### config.mk
export PLATFORM = sky130hd
export DESIGN_NAME = defc_top
export DESIGN_NICKNAME = d
export VERILOG_FILES = /design/src/design/defc_irq_gen.v /design/src/design/defc_top.v /design/src/design/defc_trig_track.v
export VERILOG_INCLUDE_DIRS = /design/src /design/src/design
export SDC_FILE = /design/constraint.sdc
export NUM_CORES = 1
export LEC_CHECK = 0
export ABC_AREA = 0
export BUFFER_PORTS_ARGS = -buffer_cell sky130_fd_sc_hd__buf_2
export CAP_MARGIN = 10
export CORE_AREA = 2 2 226 228
export DETAILED_ROUTE_END_ITERATION = 10
export DIE_AREA = 0 0 228 230
export GPL_ROUTABILITY_DRIVEN = 0
export PLACE_DENSITY_LB_ADDON = 0.05
export SLEW_MARGIN = 10
export SYNTH_ARGS = -nofsm -noshare
export SYNTH_HDL_FRONTEND = slang
export SYNTH_HIERARCHICAL = 1
export SYNTH_SLANG_ARGS = --single-unit
export TNS_END_PERCENT = 50
### constraint.sdc
create_clock -name clk -period 13.1 [get_ports clk]
set_input_delay 2.62 -clock clk [delete_from_list [all_inputs] [get_ports clk]]
set_output_delay 2.62 -clock clk [all_outputs]
set_load 0.01 [all_outputs]
### src/design/defc_defs.vh
// shared constants of the dma error flag collector
`ifndef DEFC_DEFS_VH
`define DEFC_DEFS_VH
// register word offsets (byte addresses)
`define DEFC_ADDR_W 8
`define DEFC_OFF_MISS_LO 8'h00
`define DEFC_OFF_MISS_HI 8'h04
`define DEFC_OFF_MCLR_LO 8'h08
`define DEFC_OFF_MCLR_HI 8'h0c
`define DEFC_OFF_QMISS 8'h10
`define DEFC_OFF_QMCLR 8'h14
`define DEFC_OFF_CONTROLLER_ERROR_FLAGS 8'h18
`define DEFC_OFF_CCCLR 8'h1c
`define DEFC_OFF_ERROR_REEVALUATE_BIT 8'h20
`define DEFC_OFF_PRIO 8'h24
`define DEFC_OFF_QSTAT0 8'h28
`define DEFC_OFF_QSTAT1 8'h2c
`define DEFC_OFF_QSTAT2 8'h30
// field positions, counts and widths
`define DEFC_TCC_BIT 16
`define DEFC_NQ 3
`define DEFC_NCH 64
`define DEFC_NQCH 8
`define DEFC_PRIO_W 3
`define DEFC_QCNT_W 5
`define DEFC_THR_BIT 8
`define DEFC_CNT_W 7
// limits and reset values
`define DEFC_TCC_MAX 7'h3f
`define DEFC_PRIO_RST 3'h0
`define DEFC_ZERO32 32'h0
`endif

### src/design/defc_irq_gen.v
// error interrupt pulse generator
`timescale 1ns/1ns
module defc_irq_gen (
  // clock and reset
  input wire clk,
  input wire rst_n,
  // or of all error flags, next value
  input wire any_err_d,
  // reevaluate request
  input wire reeval,
  // interrupt pulse
  output reg err_irq
);
  reg any_err_q; // registered or of flags
  // pulse on rising edge of the or, or on reevaluate with flags set
  always @(posedge clk or negedge rst_n) begin
    if (!rst_n) begin
      any_err_q <= 1'b0;
      err_irq <= 1'b0;
    end else begin
      any_err_q <= any_err_d;
      err_irq <= (any_err_d & ~any_err_q)
        | (reeval & any_err_q);
    end
  end
endmodule // defc_irq_gen

### src/design/defc_top.v
// dma error flag collector: missed-event, threshold and completion-code flags
// Behaviour
// - hold 3-bit queue 0 priority, 0 highest
// - every error flag feeds error interrupt
// - second event before service sets missed flag
// - manual, chained, hardware triggers tracked separately
// - null entry also sets channel missed flag
// - interrupt when flags go from none, or on evaluate write with flags set
// - missed flags in low and high words
// - missed flag held until write-one clear
// - queued channel repeat trigger sets its flag
// - queued channel null entry sets its flag
// - queued flag cleared only by write-one
// - queue count reaching watermark sets threshold bit
// - over 63 outstanding completion codes sets bit 16
// - controller flags cleared only by clear register
// - flags read-only reset zero, clears write-only
// - threshold clear also clears queue status fields
// - evaluate write pulses interrupt if flags remain
`timescale 1ns/1ns
`include "defc_defs.vh"
module defc_top (
  // clock and reset
  input wire clk,
  input wire reset_n,
  // register port
  input wire [`DEFC_ADDR_W-1:0] reg_addr,
  input wire [31:0] reg_wdata,
  input wire reg_wr,
  input wire reg_rd,
  output reg [31:0] reg_rdata,
  // dma channel triggers
  input wire [`DEFC_NCH-1:0] dma_trig_manual,
  input wire [`DEFC_NCH-1:0] dma_trig_chain,
  input wire [`DEFC_NCH-1:0] dma_trig_hw,
  input wire [`DEFC_NCH-1:0] dma_svc_manual,
  input wire [`DEFC_NCH-1:0] dma_svc_chain,
  input wire [`DEFC_NCH-1:0] dma_svc_hw,
  input wire [`DEFC_NCH-1:0] dma_null_hit,
  // queued channel triggers
  input wire [`DEFC_NQCH-1:0] qch_trig,
  input wire [`DEFC_NQCH-1:0] qch_svc,
  input wire [`DEFC_NQCH-1:0] qch_null_hit,
  // event queue occupancy and watermarks, three queues packed
  input wire [`DEFC_NQ*`DEFC_QCNT_W-1:0] queue_count,
  input wire [`DEFC_NQ*`DEFC_QCNT_W-1:0] queue_watermark_config,
  // completion code tracking: request issued or returned
  input wire tcc_issue,
  input wire tcc_return,
  // priority to transfer engine 0
  output wire [`DEFC_PRIO_W-1:0] queue0_priority,
  // error interrupt pulse
  output wire err_irq
);
  // reset synchroniser
  reg rst_meta_q;
  reg rst_n_q;
  always @(posedge clk or negedge reset_n) begin
    if (!reset_n) begin
      rst_meta_q <= 1'b0;
      rst_n_q <= 1'b0;
    end else begin
      rst_meta_q <= 1'b1;
      rst_n_q <= rst_meta_q;
    end
  end

  // decoded write strobes
  wire wr_mclr_lo = reg_wr && (reg_addr == `DEFC_OFF_MCLR_LO);
  wire wr_mclr_hi = reg_wr && (reg_addr == `DEFC_OFF_MCLR_HI);
  wire wr_qmclr = reg_wr && (reg_addr == `DEFC_OFF_QMCLR);
  wire wr_ccclr = reg_wr && (reg_addr == `DEFC_OFF_CCCLR);
  wire wr_error_reevaluate_bit = reg_wr && (reg_addr == `DEFC_OFF_ERROR_REEVALUATE_BIT);
  wire wr_prio = reg_wr && (reg_addr == `DEFC_OFF_PRIO);

  // clear masks from write-one bits
  wire [`DEFC_NCH-1:0] miss_clr = {wr_mclr_hi ? reg_wdata : `DEFC_ZERO32,
    wr_mclr_lo ? reg_wdata : `DEFC_ZERO32};
  wire [`DEFC_NQCH-1:0] qmiss_clr = wr_qmclr ? reg_wdata[`DEFC_NQCH-1:0]
    : {`DEFC_NQCH{1'b0}};
  wire [`DEFC_NQ-1:0] thr_clr = wr_ccclr ? reg_wdata[`DEFC_NQ-1:0]
    : {`DEFC_NQ{1'b0}};
  wire tcc_clr = wr_ccclr & reg_wdata[`DEFC_TCC_BIT];

  // missed-event detection, dma channels
  wire [`DEFC_NCH-1:0] dma_miss;
  defc_trig_track #(.NCH(`DEFC_NCH)) u_dma_track (
    .clk(clk),
    .rst_n(rst_n_q),
    .trig_manual(dma_trig_manual),
    .trig_chain(dma_trig_chain),
    .trig_hw(dma_trig_hw),
    .svc_manual(dma_svc_manual),
    .svc_chain(dma_svc_chain),
    .svc_hw(dma_svc_hw),
    .null_hit(dma_null_hit),
    .miss(dma_miss)
  );

  // missed-event detection, queued channels, one trigger kind
  wire [`DEFC_NQCH-1:0] qch_miss;
  defc_trig_track #(.NCH(`DEFC_NQCH)) u_qch_track (
    .clk(clk),
    .rst_n(rst_n_q),
    .trig_manual({`DEFC_NQCH{1'b0}}),
    .trig_chain({`DEFC_NQCH{1'b0}}),
    .trig_hw(qch_trig),
    .svc_manual({`DEFC_NQCH{1'b0}}),
    .svc_chain({`DEFC_NQCH{1'b0}}),
    .svc_hw(qch_svc),
    .null_hit(qch_null_hit),
    .miss(qch_miss)
  );

  // sticky flags; set wins over a clear in the same cycle
  reg [`DEFC_NCH-1:0] miss_q;
  reg [`DEFC_NCH-1:0] miss_d;
  reg [`DEFC_NQCH-1:0] qmiss_q;
  reg [`DEFC_NQCH-1:0] qmiss_d;
  reg [`DEFC_NQ-1:0] thr_q;
  reg [`DEFC_NQ-1:0] thr_d;
  reg tcc_err_q;
  reg tcc_err_d;
  // queue status high mark and threshold hit
  reg [`DEFC_NQ*`DEFC_QCNT_W-1:0] hmark_q;
  reg [`DEFC_NQ*`DEFC_QCNT_W-1:0] hmark_d;
  reg [`DEFC_NQ-1:0] thit_q;
  reg [`DEFC_NQ-1:0] thit_d;
  // threshold compare per queue
  wire [`DEFC_NQ-1:0] thr_reach;
  genvar q;
  generate
    for (q = 0; q < `DEFC_NQ; q = q + 1) begin : g_q
      assign thr_reach[q] = queue_count[q*`DEFC_QCNT_W +: `DEFC_QCNT_W]
        >= queue_watermark_config[q*`DEFC_QCNT_W +: `DEFC_QCNT_W];
    end
  endgenerate

  // outstanding completion code counter
  reg [`DEFC_CNT_W-1:0] tcc_cnt_q;
  reg [`DEFC_CNT_W-1:0] tcc_cnt_d;
  // next counter value, saturates at width limit
  always @* begin
    tcc_cnt_d = tcc_cnt_q;
    if (tcc_issue && !tcc_return && tcc_cnt_q != {`DEFC_CNT_W{1'b1}}) begin
      tcc_cnt_d = tcc_cnt_q + 1'b1;
    end else if (!tcc_issue && tcc_return && tcc_cnt_q != {`DEFC_CNT_W{1'b0}}) begin
      tcc_cnt_d = tcc_cnt_q - 1'b1;
    end
  end

  // next value of all flags
  integer k;
  always @* begin
    miss_d = (miss_q & ~miss_clr) | dma_miss;
    qmiss_d = (qmiss_q & ~qmiss_clr) | qch_miss;
    thr_d = (thr_q & ~thr_clr) | thr_reach;
    tcc_err_d = (tcc_err_q & ~tcc_clr) | (tcc_cnt_q > `DEFC_TCC_MAX);
    hmark_d = hmark_q;
    thit_d = (thit_q & ~thr_clr) | thr_reach;
    for (k = 0; k < `DEFC_NQ; k = k + 1) begin
      // clear high mark on threshold clear, then track peak
      if (thr_clr[k]) begin
        hmark_d[k*`DEFC_QCNT_W +: `DEFC_QCNT_W] = {`DEFC_QCNT_W{1'b0}};
      end
      if (queue_count[k*`DEFC_QCNT_W +: `DEFC_QCNT_W]
          > hmark_d[k*`DEFC_QCNT_W +: `DEFC_QCNT_W]) begin
        hmark_d[k*`DEFC_QCNT_W +: `DEFC_QCNT_W] =
          queue_count[k*`DEFC_QCNT_W +: `DEFC_QCNT_W];
      end
    end
  end

  // flag and status registers
  always @(posedge clk or negedge rst_n_q) begin
    if (!rst_n_q) begin
      miss_q <= {`DEFC_NCH{1'b0}};
      qmiss_q <= {`DEFC_NQCH{1'b0}};
      thr_q <= {`DEFC_NQ{1'b0}};
      tcc_err_q <= 1'b0;
      hmark_q <= {(`DEFC_NQ*`DEFC_QCNT_W){1'b0}};
      thit_q <= {`DEFC_NQ{1'b0}};
      tcc_cnt_q <= {`DEFC_CNT_W{1'b0}};
    end else begin
      miss_q <= miss_d;
      qmiss_q <= qmiss_d;
      thr_q <= thr_d;
      tcc_err_q <= tcc_err_d;
      hmark_q <= hmark_d;
      thit_q <= thit_d;
      tcc_cnt_q <= tcc_cnt_d;
    end
  end

  // queue 0 priority register
  reg [`DEFC_PRIO_W-1:0] prio_q;
  always @(posedge clk or negedge rst_n_q) begin
    if (!rst_n_q) begin
      prio_q <= `DEFC_PRIO_RST;
    end else if (wr_prio) begin
      prio_q <= reg_wdata[`DEFC_PRIO_W-1:0];
    end
  end
  assign queue0_priority = prio_q;

  // interrupt: or of all flags' next values
  wire any_err_d = (|miss_d) | (|qmiss_d) | (|thr_d) | tcc_err_d;
  defc_irq_gen u_irq (
    .clk(clk),
    .rst_n(rst_n_q),
    .any_err_d(any_err_d),
    .reeval(wr_error_reevaluate_bit & reg_wdata[0]),
    .err_irq(err_irq)
  );

  // read mux; clear registers and unmapped read as zero
  reg [31:0] rdata_d;
  always @* begin
    rdata_d = `DEFC_ZERO32;
    case (reg_addr)
      `DEFC_OFF_MISS_LO: rdata_d = miss_q[31:0];
      `DEFC_OFF_MISS_HI: rdata_d = miss_q[63:32];
      `DEFC_OFF_QMISS: rdata_d[`DEFC_NQCH-1:0] = qmiss_q;
      `DEFC_OFF_CONTROLLER_ERROR_FLAGS: begin
        rdata_d[`DEFC_NQ-1:0] = thr_q;
        rdata_d[`DEFC_TCC_BIT] = tcc_err_q;
      end
      `DEFC_OFF_PRIO: rdata_d[`DEFC_PRIO_W-1:0] = prio_q;
      `DEFC_OFF_QSTAT0: begin
        rdata_d[`DEFC_QCNT_W-1:0] = hmark_q[`DEFC_QCNT_W-1:0];
        rdata_d[`DEFC_THR_BIT] = thit_q[0];
      end
      `DEFC_OFF_QSTAT1: begin
        rdata_d[`DEFC_QCNT_W-1:0] = hmark_q[2*`DEFC_QCNT_W-1:`DEFC_QCNT_W];
        rdata_d[`DEFC_THR_BIT] = thit_q[1];
      end
      `DEFC_OFF_QSTAT2: begin
        rdata_d[`DEFC_QCNT_W-1:0] = hmark_q[3*`DEFC_QCNT_W-1:2*`DEFC_QCNT_W];
        rdata_d[`DEFC_THR_BIT] = thit_q[2];
      end
      default: rdata_d = `DEFC_ZERO32;
    endcase
  end

  // read data registered, valid only the cycle after the strobe
  always @(posedge clk or negedge rst_n_q) begin
    if (!rst_n_q) begin
      reg_rdata <= `DEFC_ZERO32;
    end else if (reg_rd) begin
      reg_rdata <= rdata_d;
    end else begin
      reg_rdata <= `DEFC_ZERO32;
    end
  end
endmodule // defc_top

### src/design/defc_trig_track.v
// per-channel missed-event detector for several independent trigger kinds
`timescale 1ns/1ns
module defc_trig_track #(
  parameter NCH = 64
) (
  // clock and reset
  input wire clk,
  input wire rst_n,
  // trigger kinds, one bit per channel
  input wire [NCH-1:0] trig_manual,
  input wire [NCH-1:0] trig_chain,
  input wire [NCH-1:0] trig_hw,
  // service or clear of a pending event per kind
  input wire [NCH-1:0] svc_manual,
  input wire [NCH-1:0] svc_chain,
  input wire [NCH-1:0] svc_hw,
  // null entry met on service
  input wire [NCH-1:0] null_hit,
  // one-cycle miss pulses per channel
  output wire [NCH-1:0] miss
);
  reg [NCH-1:0] pend_m_q; // pending manual
  reg [NCH-1:0] pend_c_q; // pending chained
  reg [NCH-1:0] pend_h_q; // pending hardware
  // pending bits: new trigger sets, service clears, both means still pending
  always @(posedge clk or negedge rst_n) begin
    if (!rst_n) begin
      pend_m_q <= {NCH{1'b0}};
      pend_c_q <= {NCH{1'b0}};
      pend_h_q <= {NCH{1'b0}};
    end else begin
      pend_m_q <= (pend_m_q & ~svc_manual) | trig_manual;
      pend_c_q <= (pend_c_q & ~svc_chain) | trig_chain;
      pend_h_q <= (pend_h_q & ~svc_hw) | trig_hw;
    end
  end
  // a repeat of a kind still pending is a miss; kinds never mix
  genvar i;
  generate
    for (i = 0; i < NCH; i = i + 1) begin : g_ch
      assign miss[i] = (trig_manual[i] & pend_m_q[i] & ~svc_manual[i])
        | (trig_chain[i] & pend_c_q[i] & ~svc_chain[i])
        | (trig_hw[i] & pend_h_q[i] & ~svc_hw[i])
        | null_hit[i];
    end
  endgenerate
endmodule // defc_trig_track

# Word level (Yosys, flattened, before mapping)
# Index checks and enable logic that the tools add are counted.
dict set report op_classes {
  n_addsub 2
  order_cmp 7
  eq_ne 13
  n_mux 20
  n_bitwise 835
  reduce_logical 18
}
# op n
set ops {}
lappend ops {{$and A1 B1 Y1} 405}
lappend ops {{$and A64 B64 Y64} 4}
lappend ops {{$not A64 Y64} 4}
lappend ops {{$or A64 B64 Y64} 4}
lappend ops {{$or A1 B1 Y1} 205}
lappend ops {{$not A1 Y1} 202}
lappend ops {{$mux W32} 3}
lappend ops {{$reduce_or A64 Y1} 1}
lappend ops {{$eq A8 B6 Y1 const B} 5}
lappend ops {{$eq A8 B5 Y1 const B} 4}
lappend ops {{$mux W5} 6}
lappend ops {{$pmux W15 S2} 1}
lappend ops {{$pmux W3 S8} 1}
lappend ops {{$and A8 B8 Y8} 2}
lappend ops {{$eq A8 B4 Y1 const B} 2}
lappend ops {{$not A8 Y8} 2}
lappend ops {{$or A8 B8 Y8} 2}
lappend ops {{$ge A5 B5 Y1} 3}
lappend ops {{$gt A5 B5 Y1} 3}
lappend ops {{$mux W7} 2}
lappend ops {{$pmux W7 S2} 1}
lappend ops {{$pmux W2 S6} 1}
lappend ops {{$logic_and A1 B1 Y1} 10}
lappend ops {{$pmux W3 S3} 1}
lappend ops {{18 further kinds} 21}
dict set report totals {
  ff_bits 340
  in_bits 548
  out_inout_bits 36
}

# Logic depth before layout (Yosys ltp)
# Gate-level depths: netlist of run 1.
dict set report depth {
  depth_word 12
  ltp_mapped 14
  ltp_nobuf 11
}

# Cells and area by module
# The synthesis of run 1 kept the hierarchy.
# module instances cells_each area_each_um2 seq_area_each_um2
set modules_own_cells {}
lappend modules_own_cells {{defc_trig_track at u_dma_track} 1 832 8968.6 4804.6}
lappend modules_own_cells {defc_top 1 694 7151.9 3453.3}
lappend modules_own_cells {{defc_trig_track at u_qch_track} 1 104 1121.1 600.6}
lappend modules_own_cells {defc_irq_gen 1 3 65.1 50.0}

# Worst setup path before layout of run 1
# Ideal clock, no wire load.
dict set report synth_timing {
  kind {input to register}
  from {input port reg_wr}
  to {register hmark_q[0]}
  setup_ns 0.125
  arrival_time_ns 5.373
  required_time_ns 12.975
  path_slack_ns 7.602
  stages 14
  cell_sequence {clkbuf_1 > buf_2 > buf_1 > clkbuf_1 > nand4_1 > and2_1 > ha_1 > nor2b_1 > o21a_1 > o21ai_0 > a21oi_1 > o22a_1 > buf_1 > mux2_2}
}
dict set report synth_between {
  elab_chain_cells 5
}
# element line
set synth_lines {}
lappend synth_lines {{start, declared} defc_top.v:29} ;# input wire reg_wr,
lappend synth_lines {{$logic_and A1 B1 Y1 *} defc_top.v:72} ;# wire wr_ccclr = reg_wr && (reg_addr == `DEFC_OFF_CCCLR);
lappend synth_lines {{$mux W3 *} defc_top.v:81} ;# wire [`DEFC_NQ-1:0] thr_clr = wr_ccclr ? reg_wdata[`DEFC_NQ-1:0]
lappend synth_lines {{$mux W5 *} defc_top.v:163} ;# if (thr_clr[k]) begin
lappend synth_lines {{$gt A5 B5 Y1} defc_top.v:166} ;# if (queue_count[k*`DEFC_QCNT_W +: `DEFC_QCNT_W]
lappend synth_lines {{$mux W5 *} defc_top.v:166}
lappend synth_lines {{net hmark_d[0]} defc_top.v:126} ;# reg [`DEFC_NQ*`DEFC_QCNT_W-1:0] hmark_d;
lappend synth_lines {{end signal, assigned} defc_top.v:181} ;# hmark_q <= {(`DEFC_NQ*`DEFC_QCNT_W){1'b0}};
lappend synth_lines {{end signal, assigned} defc_top.v:189} ;# hmark_q <= hmark_d;
lappend synth_lines {{end, declared} defc_top.v:125} ;# reg [`DEFC_NQ*`DEFC_QCNT_W-1:0] hmark_q;
# Mark *: on every way through the listed nets, which the timed path passes. The rest lies on a longest branch.
# A chain may end at the register's enable or synchronous reset.

# Worst setup path in the final report of run 1
dict set report layout_timing {
  from {input port reg_addr[5]}
  to {register u_irq.err_irq}
}
dict set report layout_between {
  elab_chain_cells 12
}
# element line
set layout_lines {}
lappend layout_lines {{start, declared} defc_top.v:27} ;# input wire [`DEFC_ADDR_W-1:0] reg_addr,
lappend layout_lines {{$eq A8 B4 Y1 (no source line)} n/a}
lappend layout_lines {{$logic_and A1 B1 Y1} defc_top.v:70} ;# wire wr_mclr_hi = reg_wr && (reg_addr == `DEFC_OFF_MCLR_HI);
lappend layout_lines {{$mux W32 (no source line)} n/a}
lappend layout_lines {{$not A64 Y64} defc_top.v:155} ;# miss_d = (miss_q & ~miss_clr) | dma_miss;
lappend layout_lines {{$and A64 B64 Y64} defc_top.v:155}
lappend layout_lines {{$or A64 B64 Y64} defc_top.v:155}
lappend layout_lines {{net miss_d[59]} defc_top.v:117} ;# reg [`DEFC_NCH-1:0] miss_d;
lappend layout_lines {{$reduce_or A64 Y1} defc_top.v:207} ;# wire any_err_d = (|miss_d) | (|qmiss_d) | (|thr_d) | tcc_err_d;
lappend layout_lines {{$or A1 B1 Y1 (3 in a row)} defc_top.v:207}
lappend layout_lines {{net any_err_d} defc_top.v:207}
lappend layout_lines {{$and A1 B1 Y1} defc_irq_gen.v:22} ;# err_irq <= (any_err_d & ~any_err_q)
lappend layout_lines {{$or A1 B1 Y1} defc_irq_gen.v:23} ;# | (reeval & any_err_q);
lappend layout_lines {{end signal, assigned} defc_irq_gen.v:22}
lappend layout_lines {{end, declared} defc_irq_gen.v:12} ;# output reg err_irq
# The timed path passes the listed nets, and every way through them passes these cells.

==> impl_metrics.yaml, run 1 <==
run_status:
  status: "finished clean"
finish:
  drive_gt1_frac: 0.294
  nFillCells: 4934
  area_growth_pct: 31.2
  final_nets: 2879
  fin_area_um2: 22700
  finalNonFillerCells: 3011
floorplan:
  num_rows: 82
  core_area_um2: 49900
  fp.dieW_um: 228
  dieArea_um2: 52400
  dieHeight_um: 230
  initial_core_util: 0.347
  ios: 584
power_and_ir_drop:
  peakVddDrop_mv: 0.0810
  p_per_area_nw_per_um2: 129
  leakagePower_nw: 11.1
timing:
  tightestPinTransition_ns: 0.955
  period_minus_slack_ns: 5.51
  relSlewSlack: 0.361
  hold_violations: 0
  fmax_mhz: 181
  tns_ns: 0
  min_period_over_period: 0.421
  skew_ns: 0.0124
  holdWs_ns: 0.350
  slew_viol_final: 0
  rsz0062_at_grt: "no"
  setup_viol: 0
clock_tree:
  cts_resized: 0
  cts_setup_buffers: 0
  htreeDepth: 2
  cts_made_buffers: 43
  clkTransAtPathRegs_ns: 0.06
  clock_latency_ns: 0.57
  cts_buffer_depth: 3
  numClockSinks: 356
  hold_buffers: 0
  cts_tree: "yes"
  root_buffer: "clkbuf_16"
drt:
  antenna_left: 0
  drtIter0Drc: 851
  wl_met3_um: 4760
  wl_per_cell_um: 20.3
  dr_total_vias: 14900
  wirelength_um: 61200
  drc: 0
  met1Wirelength_um: 25000
  viasPerCell: 4.95
  wl_met2_um: 29500
  dr.pass1.iters: 7
  highest_layer: "met5"
yosys:
  synth_top_flop_cell: "dfrtp_1"
  yosys.area.top_type: "dfrtp_1"
  synthArstFlopShare: 1.00
  synth_common_cells: "dfrtp_1 (356), a21o_1 (261), inv_1 (257)"
  synth_area_leaders: "dfrtp_1 (51%), a21o_1 (11%), nand3b_1 (9.4%)"
  synth_edf_count: 0
  yosysWarnings: 6
  synth_area_um2: 17300
  ys_seq_area_frac: 0.515
  syn_inst: 1633
  ys_ff_latch: 356
  synth_top_area_frac: 0.515
  yosysMostFrequentCell: "dfrtp_1"
  syn_avg_cell_area_um2: 10.6
  synth.distinct_cells: 55
placement:
  io_buffers: 583
  dpl.hpwl_um: 48600
  placed_area_um2: 21200
  dp.cells: 2922
grt:
  grt_max_degree: 73
  antenna_found_initial: 19
  grt_pass1_vias: 15500
  grt_pass1_wl_um: 92200
  track_usage: 0.232
  overflow: 0
critical_path:
  path_class: "in2reg"
  worst-endpoint-arrival_ns: 5.96
  cp_max_fo: 60
  startpoint_type: "input port"
  r2r_slack_ns: 9.91
  r2r_start: "u_dma_track/pend_m_q[59]$_DFF_PN0_"
  required_ns: 13.55
  r2r_cells: 9
  worst_setup_path_end_kind: "flip-flop"
  worstReg2RegEnd: "u_irq/err_irq$_DFF_PN0_"
worst_hold_path:
  hold_class: "reg2reg"
  hold_start: "rst_meta_q$_DFF_PN0_"
  holdPathEnd: "rst_n_q$_DFF_PN0_"
  min_path_cells: 0
flow_run:
  maxCapViolCount: 0
## per-layer routing
layer  track usage  vias up
met4        0.0762       16
met5             0        -
met1         0.280     7239
li1              -     7069
met2         0.395      482
met3        0.0723      112
## stage by stage
stage / util / total power [W] / setup slack, ns
after global routing: 0.455 / 0.00309 / 7.47
after detailed placement: 0.426 / 0.00172 / 7.07
after CTS: 0.455 / 0.00298 / 7.64
final: 0.455 / 0.00294 / 7.59
after global placement: 0.426 / 0.00171 / 7.18
after floorplan: - / 0.00153 / 2.44
## kinds of logic (layout without fill, tap and decap cells)
family / Yosys count / in the layout / synth area share
XOR/XNOR: 7 / 7 / 0.00354
buffers and inverters: 297 / 930 / 0.0654
flip-flops: 356 / 356 / 0.515
AO/OA/AOI/OAI: 377 / 377 / 0.165
adder cells (fa/ha/maj): 36 / 36 / 0.0265
AND/OR/NAND/NOR: 536 / 536 / 0.211
other: 2 / 75 / 0.000434
multiplexers: 22 / 22 / 0.0136
## state kept, by name, indices dropped and copies added (netlist names)
name                  flops
hmark_q                  15
miss_q                   64
qmiss_q                   8
queue0_priority           3
reg_rdata                32
rst_meta_q                1
rst_n_q                   1
tcc_cnt_q                 7
tcc_err_q                 1
thit_q                    3
thr_q                     3
u_dma_track/pend_c_q     64
u_dma_track/pend_h_q     64
u_dma_track/pend_m_q     64
u_irq/any_err_q           1
u_irq/err_irq             1
u_qch_track/pend_c_q      8
u_qch_track/pend_h_q      8
u_qch_track/pend_m_q      8
## placed cells by master, fill, tap and decap left out, types with 17 or more instances in the layout
master	synthesis	final
a21o_1	261	261
a21oi_1	17	17
a22oi_1	27	27
a41oi_1	32	32
buf_2	7	583
clkbuf_16	0	45
conb_1	2	65
dfrtp_1	356	355
ha_1	35	35
inv_1	257	256
nand2_1	35	35
nand3b_1	217	217
nand4_1	43	43
nand4b_1	72	72
nor2_1	71	71
nor2b_1	38	38
## critical path, stage by stage
cell	delay (ns)
buf_2	0.15
nor4_4	0.29
buf_4	0.58
a41oi_1	0.25
or4_1	0.62
or4b_1	0.48
nor4_1	0.38
nand4_1	0.19
mux2_4	0.31
## cell type report
cell class,count,area [um^2],area share
Antenna cell,10,25.0,0.00110
Timing Repair Buffer,594,3000,0.132
Sequential cell,356,8910,0.393
Clock inverter,17,185,0.00816
Clock buffer,62,1270,0.0559
Tap cell,672,841,0.0370
Multi-Input combinational cell,1043,7510,0.331
Inverter,257,965,0.0425
## worst max path at each step
stage | startpoint | end | slack [ns] | cells after the start
floorplan | rst_n_q$_DFF_PN0_ | hmark_q[0]$_DFF_PN0_ | 2.44 | 0
global placement | reg_addr[5] | u_irq/err_irq$_DFF_PN0_ | 7.18 | 9
detailed placement | reg_addr[0] | u_irq/err_irq$_DFF_PN0_ | 7.07 | 8
CTS | reg_addr[0] | u_irq/err_irq$_DFF_PN0_ | 7.64 | 8
global route | reg_addr[0] | u_irq/err_irq$_DFF_PN0_ | 7.47 | 8
finish | reg_addr[5] | u_irq/err_irq$_DFF_PN0_ | 7.59 | 9
## power breakdown
group | internal, W | switching, W | leakage [nW]
combinational | 0.000225 | 0.000233 | 6.61
clock | 0.000751 | 0.000485 | 0.730
sequential | 0.00118 | 0.0000599 | 3.80
total | 0.00216 | 0.000778 | 11.1
No activity file was read; power rests on OpenSTA's default activity.
==> inputs of run 2 (changes only) <==
- ABC_AREA: 0 -> 1
- CORE_AREA: 2 2 226 228 -> 2 2 230 232
- DIE_AREA: 0 0 228 230 -> 0 0 232 234
- clock period: 13.1 -> 4.9 ns (I/O delays scaled with it)
==> impl_metrics.yaml, run 2 <==
power_and_ir_drop:
  p_comb_frac: 0.163
  p_sw_frac: 0.281
  p_switching_w: 0.00219
  leakagePower_nw: 13.1
  pwr-share-clk: 0.410
  power_frac_seq: 0.427
  internal-power_w: 0.00558
  peakVddDrop_mv: 0.229
  p_per_area_nw_per_um2: 338
floorplan:
  dieHeight_um: 234
  dieArea_um2: 54300
  initial_core_util: 0.337
  ios: 584
  num_rows: 84
  fp.dieW_um: 232
  core_area_um2: 52000
yosys:
  ys_ff_latch: 356
  synth_common_cells: "nand2_1 (572), nor2_1 (443), inv_1 (372)"
  synth_top_flop_cell: "dfrtp_1"
  yosysWarnings: 6
  synth_top_area_frac: 0.507
  ys_seq_area_frac: 0.507
  synth_area_um2: 17600
  synthArstFlopShare: 1.00
  synth_area_leaders: "dfrtp_1 (51%), nand2_1 (12%), nor2_1 (9.5%)"
  yosysMostFrequentCell: "nand2_1"
  yosys.area.top_type: "dfrtp_1"
  syn_avg_cell_area_um2: 7.86
  syn_inst: 2235
  synth_edf_count: 0
  synth.distinct_cells: 42
grt:
  track_usage: 0.221
  grt_max_degree: 102
  grt_pass1_wl_um: 90900
  antenna_found_initial: 8
  grt_pass1_vias: 16300
  overflow: 0
timing:
  tightestPinTransition_ns: 1.21
  period_minus_slack_ns: 2.93
  setup_slack_ns: 1.97
  min_period_over_period: 0.598
  setup_viol: 0
  skew_ns: 0.0191
  rsz0062_at_grt: "no"
  relSlewSlack: 0.192
  holdWs_ns: 0.185
  hold_violations: 0
  fmax_mhz: 341
  slew_viol_final: 0
  tns_ns: 0
finish:
  nFillCells: 5364
  drive_gt1_frac: 0.227
  final_common_cell: "buf_2"
  final_nets: 3498
  layout.cells.most_common_list: "buf_2 (583), nand2_1 (572), nor2_1 (442)"
  area_growth_pct: 30.9
clock_tree:
  clock_latency_ns: 0.57
  cts_tree: "yes"
  cts_made_buffers: 43
  htreeDepth: 2
  cts_setup_buffers: 0
  clkTransAtPathRegs_ns: 0.06
  hold_buffers: 0
  cts_buffer_depth: 3
  numClockSinks: 356
  root_buffer: "clkbuf_16"
  cts_resized: 0
critical_path:
  r2r_cells: 13
  path_buf_inv: 2
  worst-path-stages: 14
  path_cells: "buf_2 > nor2_1 > nand3_1 > nor3_2 > nand2_1 > nand2_1 > ha_1 > nand2_1 > inv_1 > nand3_1 > o221ai_1 > o21ai_1 > nor2_1 > a21oi_1"
  startpoint_type: "input port"
  cp-startpoint: "reg_addr[1]"
  cpMostUsedCell: "nand2_1"
  critPathSlowestCell: "o21ai_1"
  path_class: "in2reg"
  worst-endpoint-arrival_ns: 3.42
  cp_top_family: "simple AND/OR/NAND/NOR gates"
  slowest_delay_ns: 0.36
  cp_max_fo: 10
  worst_setup_path_end_kind: "flip-flop"
  r2r_start: "tcc_cnt_q[6]$_DFFE_PN0P_"
  required_ns: 5.39
drt:
  dr_total_vias: 16200
  dr.pass1.iters: 5
  viasPerCell: 4.46
  antenna_left: 0
  wl_per_cell_um: 16.6
  drtIter0Drc: 721
  wirelength_um: 60300
  drc: 0
worst_hold_path:
  hold_class: "in2async"
placement:
  dpl.hpwl_um: 48800
  pre_cts_slack_ns: 1.42
  io_buffers: 583
flow_run:
  maxCapViolCount: 0
run_status:
  status: "finished clean"
run 2: worst register-to-register path, stage by stage, from the launching register on:
cell and delay (ns):
dfrtp_1 0.42, inv_1 0.11, o41ai_1 0.68, buf_4 0.26
ha_1 0.27, nand3_1 0.11, nand3_1 0.08, nand2_1 0.08
nand2_1 0.06, nand2_1 0.07, nand2_1 0.06, or2_2 0.27
nand3_1 0.08, o21ai_0 0.08
run 2: stage by stage:
stage               total power, W  cell area [um^2]  utilization  cells
floorplan                  0.00408             17800            -   2298
global placement           0.00461             21600        0.415   3557
detailed placement         0.00465             21600        0.415   3557
CTS                        0.00791             23000        0.442   3634
global route               0.00824             23000        0.442   3635
finish                     0.00777             23000        0.442   3635
run 2: kinds of logic (layout without fill, tap and decap cells):
kind of cell	after synthesis	after routing	synth area share
buffers and inverters	394	1042	0.0857
adders and majority gates	36	36	0.0261
and+or+nand+nor	1105	1105	0.246
xor gates and xnor gates	3	3	0.00150
other	2	66	0.000428
AOI/OAI and AO/OA	339	339	0.132
DFF	356	356	0.507
run 2: area by class of cell:
cell class                      count  area [um^2]  area share
Antenna cell                        1         2.50    0.000109
Clock buffer                       69         1320      0.0572
Clock inverter                      8         83.8     0.00365
Inverter                          376         1410      0.0614
Multi-Input combinational cell   1548         7390       0.322
Sequential cell                   356         8910       0.388
Tap cell                          688          861      0.0375
Timing Repair Buffer              589         3000       0.131
run 2: routing by layer:
| layer | up-vias | GRT usage | part of all wire |
|---|---|---|---|
| met5 | - | 0 | 0.0012 |
| li1 | 8204 | - | - |
| met4 | 12 | 0.0685 | 0.027 |
| met1 | 7463 | 0.270 | 0.42 |
| met2 | 441 | 0.382 | 0.48 |
| met3 | 99 | 0.0556 | 0.068 |
run 2: power groups by stage:
| stage | clock [W] | combinational [W] | sequential, W |
|---|---|---|---|
| 3_3_place_gp | 0 | 0.00124 | 0.00337 |
| 3_5_place_dp | 0 | 0.00128 | 0.00337 |
| 5_1_grt | 0.00341 | 0.00148 | 0.00335 |
| 2_1_floorplan | 0 | 0.000734 | 0.00335 |
| 6_report | 0.00318 | 0.00127 | 0.00332 |
| 4_1_cts | 0.00330 | 0.00129 | 0.00332 |
run 2: worst paths after layout:
| kind | to | slack, ns |
|---|---|---|
| min in group clk | rst_n_q$_DFF_PN0_ | 0.35 |
| setup / recovery | hmark_q[13]$_DFF_PN0_ | 1.97 |
| hold / removal | rst_n_q$_DFF_PN0_ | 0.19 |
| setup reg to reg | tcc_cnt_q[5]$_DFFE_PN0P_ | 2.14 |
| hold reg to reg | rst_n_q$_DFF_PN0_ | 0.35 |
| max in group asynchronous | u_dma_track/pend_c_q[41]$_DFF_PN0_ | 3.26 |
